File: src/hw/ext_irq_pkg.sv
// Constants, register map and sense encodings for the external pin interrupt block.
// Assumes an 8-bit data-space register port driven from the CPU clock domain.
package ext_irq_pkg;
   // Data-space register offsets
   localparam logic [7:0] ADDR_CHANGE_FLAGS = 8'h3b;
   localparam logic [7:0] ADDR_EXT_FLAGS = 8'h3c;
   localparam logic [7:0] ADDR_EXT_MASK = 8'h3d;
   localparam logic [7:0] ADDR_GROUP_CTRL = 8'h68;
   localparam logic [7:0] ADDR_SENSE_CTRL = 8'h69;
   localparam logic [7:0] ADDR_MASK_ZERO = 8'h6b;
   localparam logic [7:0] ADDR_MASK_ONE = 8'h6c;
   localparam logic [7:0] ADDR_MASK_TWO = 8'h6d;
   // Address that decodes to nothing
   localparam logic [7:0] ADDR_NONE = 8'h00;
   // I/O space window: I/O address plus offset gives data-space address
   localparam logic [7:0] IO_OFFSET = 8'h20;
   localparam logic [7:0] IO_TOP = 8'h3f;
   // Reset value of every register
   localparam logic [7:0] REG_RESET = 8'h00;
   // Field widths and positions
   localparam int EXT_PINS = 2;
   localparam int SENSE_W = 2;
   localparam int GROUPS = 3;
   localparam int CHANGE_PINS = 24;
   localparam int GROUP_ZERO_LSB = 0;
   localparam int GROUP_ZERO_W = 8;
   localparam int GROUP_ONE_LSB = 8;
   localparam int GROUP_ONE_W = 7;
   localparam int GROUP_TWO_LSB = 16;
   localparam int GROUP_TWO_W = 8;
   localparam int SYNC_STAGES = 2;
   // Sense control encodings
   typedef enum logic [1:0] {
      SENSE_LOW = 2'b00,
      SENSE_ANY = 2'b01,
      SENSE_FALL = 2'b10,
      SENSE_RISE = 2'b11
   } sense_t;
endpackage

File: src/hw/external_pin_interrupts.sv
// External pin and pin-change interrupt controller with its register file.
// Assumes a CPU register port on clk, an interrupt flag from the CPU status word,
// and one vector-entry acknowledge pulse per vector from the CPU.
`timescale 1ns/1ps
//
// Notes on behaviour
// [RL1] Pin one sense: low, change, fall, rise
// [RL2] Pin zero sense in bits 1:0, same codes
// [RL3] Sample pin first; pulses over one clock trigger
// [RL4] Driver holds low level until instruction ends
// [RL5] Low level requests continuously while pin low
// [RL6] Edges need clock; low level wakes asynchronously
// [RL7] Pin change wakes asynchronously without clock
// [RL8] Groups 23:16, 14:8, 7:0 with per-pin masks
// [RL9] Pins driven as outputs still trigger
// [RL10] Enable bit and global flag gate requests
// [RL11] Each source has its own vector request
// [RL12] Pin one flag set on triggering edge
// [RL13] Flag clears on vector entry or write one
// [RL14] Flag reads zero in low-level mode
// [RL15] Registers below 0x60 also reachable at offset minus 0x20
// [RL16] Vanished level wakes but raises no interrupt
// [RL17] Pin zero flag set, cleared like pin one
// [RL18] Group control enables groups two, one, zero
// [RL19] Group flag set on change, write-one clears
// [RL20] Per-pin mask registers, reset to zero
// [RL21] Synchronise pins; separate asynchronous wake paths
module external_pin_interrupts (
   input wire logic clk,
   input wire logic rstn,
   input wire logic ce,
   input wire logic extPinZero,
   input wire logic extPinOne,
   input wire logic [ext_irq_pkg::CHANGE_PINS-1:0] pinChangeInputs,
   input wire logic globalIntEnable,
   input wire logic [7:0] regAddr,
   input wire logic ioSpace,
   input wire logic regWrite,
   input wire logic regRead,
   input wire logic [7:0] regWrData,
   output logic [7:0] regRdData,
   input wire logic ackPinZero,
   input wire logic ackPinOne,
   input wire logic [ext_irq_pkg::GROUPS-1:0] ackGroup,
   output logic reqPinZero,
   output logic reqPinOne,
   output logic [ext_irq_pkg::GROUPS-1:0] reqGroup,
   output logic wakeLevel,
   output logic wakeChange
);
   import ext_irq_pkg::*;

   typedef struct packed {
      logic [SENSE_W*EXT_PINS-1:0] senseCtrl;
      logic [EXT_PINS-1:0] extIrqEnableMask;
      logic [EXT_PINS-1:0] extIrqFlags;
      logic [GROUPS-1:0] changeGroupCtrl;
      logic [GROUPS-1:0] changeGroupFlags;
      logic [GROUP_ZERO_W-1:0] changeMaskGroupZero;
      logic [GROUP_ONE_W-1:0] changeMaskGroupOne;
      logic [GROUP_TWO_W-1:0] changeMaskGroupTwo;
      logic [EXT_PINS-1:0] extPrev;
      logic [CHANGE_PINS-1:0] changePrev;
      logic [7:0] rdData;
   } irq_state_t;

   irq_state_t state_reg;
   irq_state_t state_next;

   logic [EXT_PINS-1:0] extRaw;
   logic [EXT_PINS-1:0] extSync;
   logic [CHANGE_PINS-1:0] changeSync;
   logic [CHANGE_PINS-1:0] changeMask;
   logic [EXT_PINS-1:0] extAck;
   logic [EXT_PINS-1:0] levelMode;
   logic [EXT_PINS-1:0] extReq;
   logic [7:0] effAddr;
   logic [7:0] flagsView;

   assign extRaw = {extPinOne, extPinZero};
   assign extAck = {ackPinOne, ackPinZero};

   // Pins are synchronised before edge comparison; driven outputs loop back here too
   pin_sync #(.WIDTH(EXT_PINS)) extSyncInst ( // see [RL3] [RL9] [RL21]
      .clk(clk),
      .rstn(rstn),
      .ce(ce),
      .pinIn(extRaw),
      .pinOut(extSync)
   );

   pin_sync #(.WIDTH(CHANGE_PINS)) changeSyncInst ( // see [RL21]
      .clk(clk),
      .rstn(rstn),
      .ce(ce),
      .pinIn(pinChangeInputs),
      .pinOut(changeSync)
   );

   // Combined per-pin mask, bit 15 has no mask and never contributes
   always_comb begin
      changeMask = '0;
      changeMask[GROUP_ZERO_LSB +: GROUP_ZERO_W] = state_reg.changeMaskGroupZero; // see [RL8]
      changeMask[GROUP_ONE_LSB +: GROUP_ONE_W] = state_reg.changeMaskGroupOne;
      changeMask[GROUP_TWO_LSB +: GROUP_TWO_W] = state_reg.changeMaskGroupTwo;
   end

   // I/O space addresses map into data space by adding the window offset
   always_comb begin
      if (!ioSpace) begin
         effAddr = regAddr;
      end else if (regAddr <= IO_TOP) begin
         effAddr = 8'(regAddr + IO_OFFSET); // see [RL15]
      end else begin
         effAddr = ADDR_NONE;
      end
   end

   // Low-level mode per pin
   always_comb begin
      for (int i = 0; i < EXT_PINS; i++) begin
         levelMode[i] = sense_t'(state_reg.senseCtrl[i*SENSE_W +: SENSE_W]) == SENSE_LOW;
      end
   end

   assign flagsView = {{(8-EXT_PINS){1'b0}}, state_reg.extIrqFlags & ~levelMode}; // see [RL14]

   always_comb begin
      logic [EXT_PINS-1:0] rise;
      logic [EXT_PINS-1:0] fall;
      logic [EXT_PINS-1:0] hit;
      logic [EXT_PINS-1:0] extClr;
      logic [CHANGE_PINS-1:0] toggled;
      logic [GROUPS-1:0] groupHit;
      logic [GROUPS-1:0] groupClr;
      sense_t mode;
      rise = '0;
      fall = '0;
      hit = '0;
      extClr = '0;
      toggled = '0;
      groupHit = '0;
      groupClr = '0;
      mode = SENSE_LOW;
      state_next = state_reg;
      if (ce) begin
         state_next.extPrev = extSync;
         state_next.changePrev = changeSync;

         // Edge detection on the synchronised pins
         rise = extSync & ~state_reg.extPrev; // see [RL3] [RL6]
         fall = ~extSync & state_reg.extPrev;
         extClr = extAck; // see [RL13]
         if (regWrite && effAddr == ADDR_EXT_FLAGS) begin
            extClr = extClr | regWrData[EXT_PINS-1:0]; // see [RL13]
         end
         for (int i = 0; i < EXT_PINS; i++) begin
            mode = sense_t'(state_reg.senseCtrl[i*SENSE_W +: SENSE_W]); // see [RL1] [RL2]
            unique case (mode)
               SENSE_LOW: hit[i] = 1'b0;
               SENSE_ANY: hit[i] = rise[i] | fall[i];
               SENSE_FALL: hit[i] = fall[i];
               SENSE_RISE: hit[i] = rise[i];
            endcase
            if (mode == SENSE_LOW) begin
               state_next.extIrqFlags[i] = 1'b0; // see [RL14]
            end else if (hit[i]) begin
               state_next.extIrqFlags[i] = 1'b1; // see [RL12] [RL17]
            end else if (extClr[i]) begin
               state_next.extIrqFlags[i] = 1'b0; // see [RL13] [RL17]
            end
         end

         // Grouped pin change detection
         toggled = (changeSync ^ state_reg.changePrev) & changeMask; // see [RL8]
         groupHit[0] = |toggled[GROUP_ZERO_LSB +: GROUP_ZERO_W];
         groupHit[1] = |toggled[GROUP_ONE_LSB +: GROUP_ONE_W];
         groupHit[2] = |toggled[GROUP_TWO_LSB +: GROUP_TWO_W];
         groupClr = ackGroup; // see [RL19]
         if (regWrite && effAddr == ADDR_CHANGE_FLAGS) begin
            groupClr = groupClr | regWrData[GROUPS-1:0]; // see [RL19]
         end
         for (int g = 0; g < GROUPS; g++) begin
            if (groupHit[g]) begin
               state_next.changeGroupFlags[g] = 1'b1; // see [RL19]
            end else if (groupClr[g]) begin
               state_next.changeGroupFlags[g] = 1'b0;
            end
         end

         // Register writes
         if (regWrite) begin
            unique case (effAddr)
               ADDR_EXT_MASK: state_next.extIrqEnableMask = regWrData[EXT_PINS-1:0];
               ADDR_SENSE_CTRL: state_next.senseCtrl = regWrData[SENSE_W*EXT_PINS-1:0];
               ADDR_GROUP_CTRL: state_next.changeGroupCtrl = regWrData[GROUPS-1:0]; // see [RL18]
               ADDR_MASK_ZERO: state_next.changeMaskGroupZero = regWrData[GROUP_ZERO_W-1:0];
               ADDR_MASK_ONE: state_next.changeMaskGroupOne = regWrData[GROUP_ONE_W-1:0];
               ADDR_MASK_TWO: state_next.changeMaskGroupTwo = regWrData[GROUP_TWO_W-1:0];
               default: begin
               end
            endcase
         end

         // Register reads, unmapped addresses return zero
         if (regRead) begin
            unique case (effAddr)
               ADDR_EXT_FLAGS: state_next.rdData = flagsView; // see [RL14]
               ADDR_EXT_MASK: state_next.rdData = 8'(state_reg.extIrqEnableMask);
               ADDR_SENSE_CTRL: state_next.rdData = 8'(state_reg.senseCtrl);
               ADDR_CHANGE_FLAGS: state_next.rdData = 8'(state_reg.changeGroupFlags);
               ADDR_GROUP_CTRL: state_next.rdData = 8'(state_reg.changeGroupCtrl);
               ADDR_MASK_ZERO: state_next.rdData = 8'(state_reg.changeMaskGroupZero);
               ADDR_MASK_ONE: state_next.rdData = 8'(state_reg.changeMaskGroupOne);
               ADDR_MASK_TWO: state_next.rdData = 8'(state_reg.changeMaskGroupTwo);
               default: state_next.rdData = REG_RESET;
            endcase
         end
      end
   end

   always_ff @(posedge clk or negedge rstn) begin
      if (!rstn) begin
         state_reg <= '0; // see [RL20]
      end else begin
         state_reg <= state_next;
      end
   end

   // Level requests follow the synchronised pin, so a level gone before the clock
   // runs again raises nothing; the driver must hold it long enough
   always_comb begin
      for (int i = 0; i < EXT_PINS; i++) begin
         if (levelMode[i]) begin
            extReq[i] = ~extSync[i]; // see [RL5] [RL16] [RL4]
         end else begin
            extReq[i] = state_reg.extIrqFlags[i];
         end
      end
   end

   // Separate vector requests gated by enable and global flag
   assign reqPinZero = extReq[0] & state_reg.extIrqEnableMask[0] & globalIntEnable; // see [RL10] [RL11]
   assign reqPinOne = extReq[1] & state_reg.extIrqEnableMask[1] & globalIntEnable; // see [RL10] [RL11]
   assign reqGroup = state_reg.changeGroupFlags & state_reg.changeGroupCtrl
                     & {GROUPS{globalIntEnable}}; // see [RL18] [RL11]

   // Asynchronous wake paths, independent of the clock
   assign wakeLevel = |(state_reg.extIrqEnableMask & levelMode & ~extRaw); // see [RL6] [RL21]
   assign wakeChange = (|((pinChangeInputs ^ state_reg.changePrev) & changeMask
      & {{GROUP_TWO_W{state_reg.changeGroupCtrl[2]}}, 1'b0,
         {GROUP_ONE_W{state_reg.changeGroupCtrl[1]}},
         {GROUP_ZERO_W{state_reg.changeGroupCtrl[0]}}})); // see [RL7] [RL21]

   assign regRdData = state_reg.rdData;
endmodule // external_pin_interrupts

File: src/hw/pin_sync.sv
// Two-stage synchroniser for a vector of pins.
// Assumes inputs are asynchronous to clk; ce freezes both stages.
`timescale 1ns/1ps
module pin_sync #(
   parameter int WIDTH = 8
) (
   input wire logic clk,
   input wire logic rstn,
   input wire logic ce,
   input wire logic [WIDTH-1:0] pinIn,
   output logic [WIDTH-1:0] pinOut
);
   typedef struct packed {
      logic [WIDTH-1:0] first;
      logic [WIDTH-1:0] second;
   } sync_state_t;

   sync_state_t state_reg;
   sync_state_t state_next;

   always_comb begin
      state_next = state_reg;
      if (ce) begin
         state_next.first = pinIn;
         state_next.second = state_reg.first;
      end
   end

   always_ff @(posedge clk or negedge rstn) begin
      if (!rstn) begin
         state_reg <= '0;
      end else begin
         state_reg <= state_next;
      end
   end

   assign pinOut = state_reg.second;
endmodule // pin_sync

File: config.mk
export PLATFORM = sky130hd
export DESIGN_NAME = external_pin_interrupts
export DESIGN_NICKNAME = d
export VERILOG_FILES = /design/src/hw/ext_irq_pkg.sv /design/src/hw/external_pin_interrupts.sv /design/src/hw/pin_sync.sv
export SDC_FILE = /design/constraint.sdc
export NUM_CORES = 1
export LEC_CHECK = 0
export ABC_AREA = 1
export BUFFER_PORTS_ARGS = -buffer_cell sky130_fd_sc_hd__buf_4
export CELL_PAD_IN_SITES_DETAIL_PLACEMENT = 2
export CELL_PAD_IN_SITES_GLOBAL_PLACEMENT = 2
export CORE_MARGIN = 5
export CORE_UTILIZATION = 35
export DETAILED_ROUTE_END_ITERATION = 6
export GPL_TIMING_DRIVEN = 0
export HOLD_SLACK_MARGIN = 0.12
export PLACE_DENSITY = 0.79
export SLEW_MARGIN = 20
export SYNTH_ARGS = -nofsm -noshare
export SYNTH_HDL_FRONTEND = slang
export SYNTH_HIERARCHICAL = 1
export SYNTH_SLANG_ARGS = --single-unit
File: constraint.sdc
create_clock -name clk -period 2.2 [get_ports clk]
set_input_delay 0.44 -clock clk [delete_from_list [all_inputs] [get_ports clk]]
set_output_delay 0.44 -clock clk [all_outputs]
set_load 0.005 [all_outputs]
Word-level counts from Yosys, hierarchy flattened --
Index checks and enable logic that the tools add are counted.
Word-level totals: bits in registers 123, output and inout bits 15
Operators by class: $add $sub $neg 1, magnitude comparators 1, eq/ne operators 14, multiplexer cells 25, bitwise gates (word level) 26, reduce and logical (&&, ||, !) cells 26
Operators with widths (number):
- bitwise AND 24 bit | 3
- case mux 8 bit (8 select lines) | 1
- bitwise XOR 24 bit | 2
- equality test 8 x 7 -> 1 bit, second input constant | 5
- equality test 8 x 6 -> 1 bit, second input constant | 3
- OR reduction 24 bit | 1
- AND reduction 3 bit | 6
- two-way mux 1 bit | 16
- two-way mux 8 bit | 2
- OR reduction 8 bit | 2
- AND reduction 2 bit | 6
- bitwise AND 2 bit | 5
- adder 8 x 6 -> 8 bit, second input constant | 1
- equality test 2 bit, second input constant | 4
- less-or-equal comparator 8 x 6 -> 1 bit, second input constant | 1
- NOT 2 bit | 4
- case mux 1 bit (4 select lines) | 2
- OR reduction 7 bit | 1
- bitwise AND 3 bit | 2
- two-way mux 3 bit | 2
- nonzero test 2 bit | 3
- nonzero test 3 bit | 2
- bitwise AND 1 bit | 4
- equality test 2 x 1 -> 1 bit, second input constant | 2
- 8 further kinds | 13

Longest topological paths before layout --
depth after elaboration 10, mapped depth 14, gate-level depth less buffers 13

Cells and area by module --
Netlist, hierarchy kept.
By module, submodules not included:
- external_pin_interrupts | times used 1, cells each 522, area each 4236.6 sq um, sequential area each 1751.7 sq um
- pin_sync at changeSyncInst | times used 1, cells each 227, area each 1985.7 sq um, sequential area each 1201.2 sq um
- pin_sync at extSyncInst | times used 1, cells each 19, area each 163.9 sq um, sequential area each 100.1 sq um

Worst setup path before layout --
Ideal clock, no wire load.
path type input-to-reg, start point in regAddr[5], end point reg state_reg, in the netlist changeMask[2], library setup time 127 ps, arrival 1599 ps, data required time 2073 ps, slack 475 ps, stages 11, cell sequence ha_1 nand2_1 inv_1 nand2_1 nand2_2 nand2_4 nor2_8 nand2_4 nor2_4 buf_6 o21ai_0
On the way: cells in the longest elaborated chain, start to end 5
RTL lines:
- start: declaration | line external_pin_interrupts.sv:36 | input wire logic [7:0] regAddr,
- adder 8 x 6 -> 8 bit / less-or-equal comparator 8 x 6 -> 1 bit (equally long branches) | line external_pin_interrupts.sv:113, external_pin_interrupts.sv:112
- two-way mux 8 bit | line external_pin_interrupts.sv:112 | end else if (regAddr <= IO_TOP) begin
- two-way mux 8 bit (*) | line external_pin_interrupts.sv:110 | if (!ioSpace) begin
- equality test 8 x 7 -> 1 bit (*) | line external_pin_interrupts.sv:193 | unique case (effAddr)
- AND reduction 3 bit (no line) (*)
- end signal: assignment | line external_pin_interrupts.sv:226 | state_reg <= state_next;
- end: declaration | line external_pin_interrupts.sv:67 | irq_state_t state_reg;
Every way passes the cells marked *; elsewhere a longest branch is shown, timed or not. A chain may end at the register's enable or synchronous reset.

Final worst setup path --
start point reg state_reg[27] in the netlist's numbering, end point out wakeChange
On the way: cells in the longest elaborated chain, start to end 4
RTL lines:
- bitwise XOR 24 bit | line external_pin_interrupts.sv:250 | assign wakeChange = (|((pinChangeInputs ^ state_reg.changePrev) & changeMask
- bitwise AND 24 bit | line external_pin_interrupts.sv:250
- bitwise AND 24 bit | line external_pin_interrupts.sv:251 | & {{GROUP_TWO_W{state_reg.changeGroupCtrl[2]}}, 1'b0,
- OR reduction 24 bit | line external_pin_interrupts.sv:250
- end: declaration | line external_pin_interrupts.sv:49 | output logic wakeChange
Every way passes these cells.

==> run metrics <==
maxcap violations=0; WP data arrival=between 1.5 and 2 ns; n_diodes=0; chip width=about 140 um; Initial Util=0.353; GPL Wtd Cong=roughly 0.8; startpoint type of the worst setup path=register; hold slack=0.242 ns; endpoints failing hold=0; Residual DRC=0; pwr/cell area=813 nW/um^2; CTS clk-pin slew, worst paths=0.06 ns; fin util=0.443; max reg flops=39; peak supply drop=between 500 and 600 uV; Clock Tree Buf Depth=2; area of the mapped netlist=6310 sq um; row cnt=between 40 and 50; post-synthesis cell count=between 700 and 800; relative slew slack=0.533; critical path, cell by cell=o21ai_2, nand2_2, nor3_2, nand4_1, nand2_1, nand3_2, buf_6; slowest stage cell, crit path=dfrtp_1; WS Path Type=reg2out; Yosys warnings=6; Hold WC Path Type=in2reg; clock sinks=120; worst-skew pair later-pin latency=about 0.42 ns; Non-Filler Instances=approximately 1.1k; RSZ-0062 raised after global routing=true; period utilization=1.06; P&R area growth vs syn=25.2%; Clock Tree Root=clkbuf_16; I/O pin total=just under 70; failing checks=negative setup slack; Syn Nets=slightly above 800; drt pass-1 iters=4; status=complete, but fails checks; CORE AREA=about 18000 sq um; r2r setup slk=approximately 0.50 ns; Total Wirelength=approximately 22000 um; Initial DRC Count=182; H-tree Lvls=4; CTS tree=done; Die Footprint=20800 sq um; Mapped Avg Cell Area=8.31 sq um; # setup viols final=1; setup ws final=-0.135 ns; Avg WL per Cell=around 20 um; DP HPWL=around 16000 um; initial antenna violation count=0; Num CTS Buffers=17; placed insts=about 1.1k; Final #Nets=917; ratio of cells with drive above 1 in the final layout=0.258; CP required=between 1.5 and 2 ns; Max Freq=0.428 GHz; routed via count=approximately 5.6k; overall power=between 0.006 and 0.007 W; final setup skew=~0.012 ns; largest net degree at the start of global routing=86; Leak=between 4 and 5 nW; Die Y-Extent=144 um; Worst path top cell family by delay=simple AND/OR/NAND/NOR gates; vias in the first global route=between 6k and 7k; first-pass GRT wire length=around 34000 um; Antenna Nets Post-Route=0; CP Capture Type=output port; I/O Buffers=67; Slew Limit Fails=0; fillers=between 1.5k and 2k; crit-path max FO=5; Slew @ Worst Pin=0.700 ns; max incr delay on CP=roughly 0.45 ns; Vias per Instance=around 5; total track usage=0.214; fin crit period=between 2 and 2.5 ns; CP bufs+invs=1; GRT Residual Overflow=0
## stage by stage
stage / setup WS (ns) / setup TNS [ns] / cell area [sq um]
final: -0.135 / -0.135 / 7900
after global routing: -0.186 / -0.186 / 7900
after CTS: -0.182 / -0.182 / 7790
after detailed placement: 0.0527 / 0 / 7130
after global placement: 0.106 / 0 / 7100
after floorplan: 0.475 / 0 / 6310
## repair_timing
| action | in CTS | in global routing |
|---|---|---|
| pin swaps | 4 | 9 |
| setup endpoints to repair | 1 | 3 |
| gates resized for setup | 6 | 19 |
| endpoints found under the hold margin | 35 | 0 |
| buffers inserted | 2 | 9 |
| hold buffers | 1 | 0 |
## layer usage
layer	vias up	GRT usage	wire length, um
li1	2630	-	-
met1	2894	0.262	9550
met2	90	0.394	11500
met3	26	0.0337	658
met4	0	0.0530	436
met5	-	0	0
## path summary, 6_finish.rpt
check / start / endpoint / cells after the start
setup reg to reg: state_reg[19] / state_reg[58] / 7
hold / removal: extPinOne / extSyncInst/state_reg[3] / 3
hold reg to reg: changeSyncInst/pinOut[11] / changeSyncInst/pinOut[11] / 2
min in group asynchronous: rstn / extSyncInst/state_reg[2] / 2
max in group asynchronous: rstn / state_reg[25] / 3
setup / recovery: state_reg[27] / wakeChange / 7
## where the power goes
part           switching, W  internal (W)  leakage (nW)
combinational      0.000500      0.000399          2.33
sequential         0.000161       0.00239          1.43
clock               0.00107       0.00190         0.295
## cell usage in the layout (no fill, tap or decap), types with 2 or more instances in the layout
| master | instances |
|---|---|
| buf_2 | 9 |
| nor3_1 | 4 |
| clkbuf_8 | 4 |
| buf_6 | 5 |
| o21ai_1 | 12 |
| ha_1 | 5 |
| clkinvlp_4 | 4 |
| a21oi_1 | 30 |
| clkinv_4 | 2 |
| o211ai_1 | 3 |
| nand4_1 | 19 |
| nor2_8 | 2 |
| o21ai_2 | 3 |
| nor2_1 | 22 |
| clkbuf_16 | 17 |
| nand2_2 | 3 |
| o21ai_0 | 69 |
| nand2_4 | 4 |
| o2111ai_1 | 3 |
| bufinv_16 | 3 |
| nand3_2 | 4 |
| a21oi_2 | 3 |
| nor2_2 | 8 |
| dfrtp_1 | 119 |
| nand2_1 | 262 |
| clkbuf_1 | 3 |
| xnor2_1 | 12 |
| mux2_2 | 23 |
| nand3_1 | 18 |
| inv_1 | 51 |
| inv_2 | 7 |
| a21o_1 | 4 |
| o21a_1 | 2 |
| buf_4 | 113 |
| nor2_4 | 3 |
## final cells by class
cell class	instances	area, sq um	share of cell area
Multi-Input combinational cell	528	2750	0.348
Timing Repair Buffer	80	634	0.0803
Tap cell	229	287	0.0363
Buffer	53	379	0.0480
Inverter	58	218	0.0276
Sequential cell	120	3000	0.380
Clock inverter	10	143	0.0181
Clock buffer	22	484	0.0613
## worst min-delay path, delay by kind of cell
family / cells / cell delay (ns)
buffers and inverters: 1 / 0.09
AND/OR/NAND/NOR: 2 / 0.11
(Power assumes the default switching activity.)
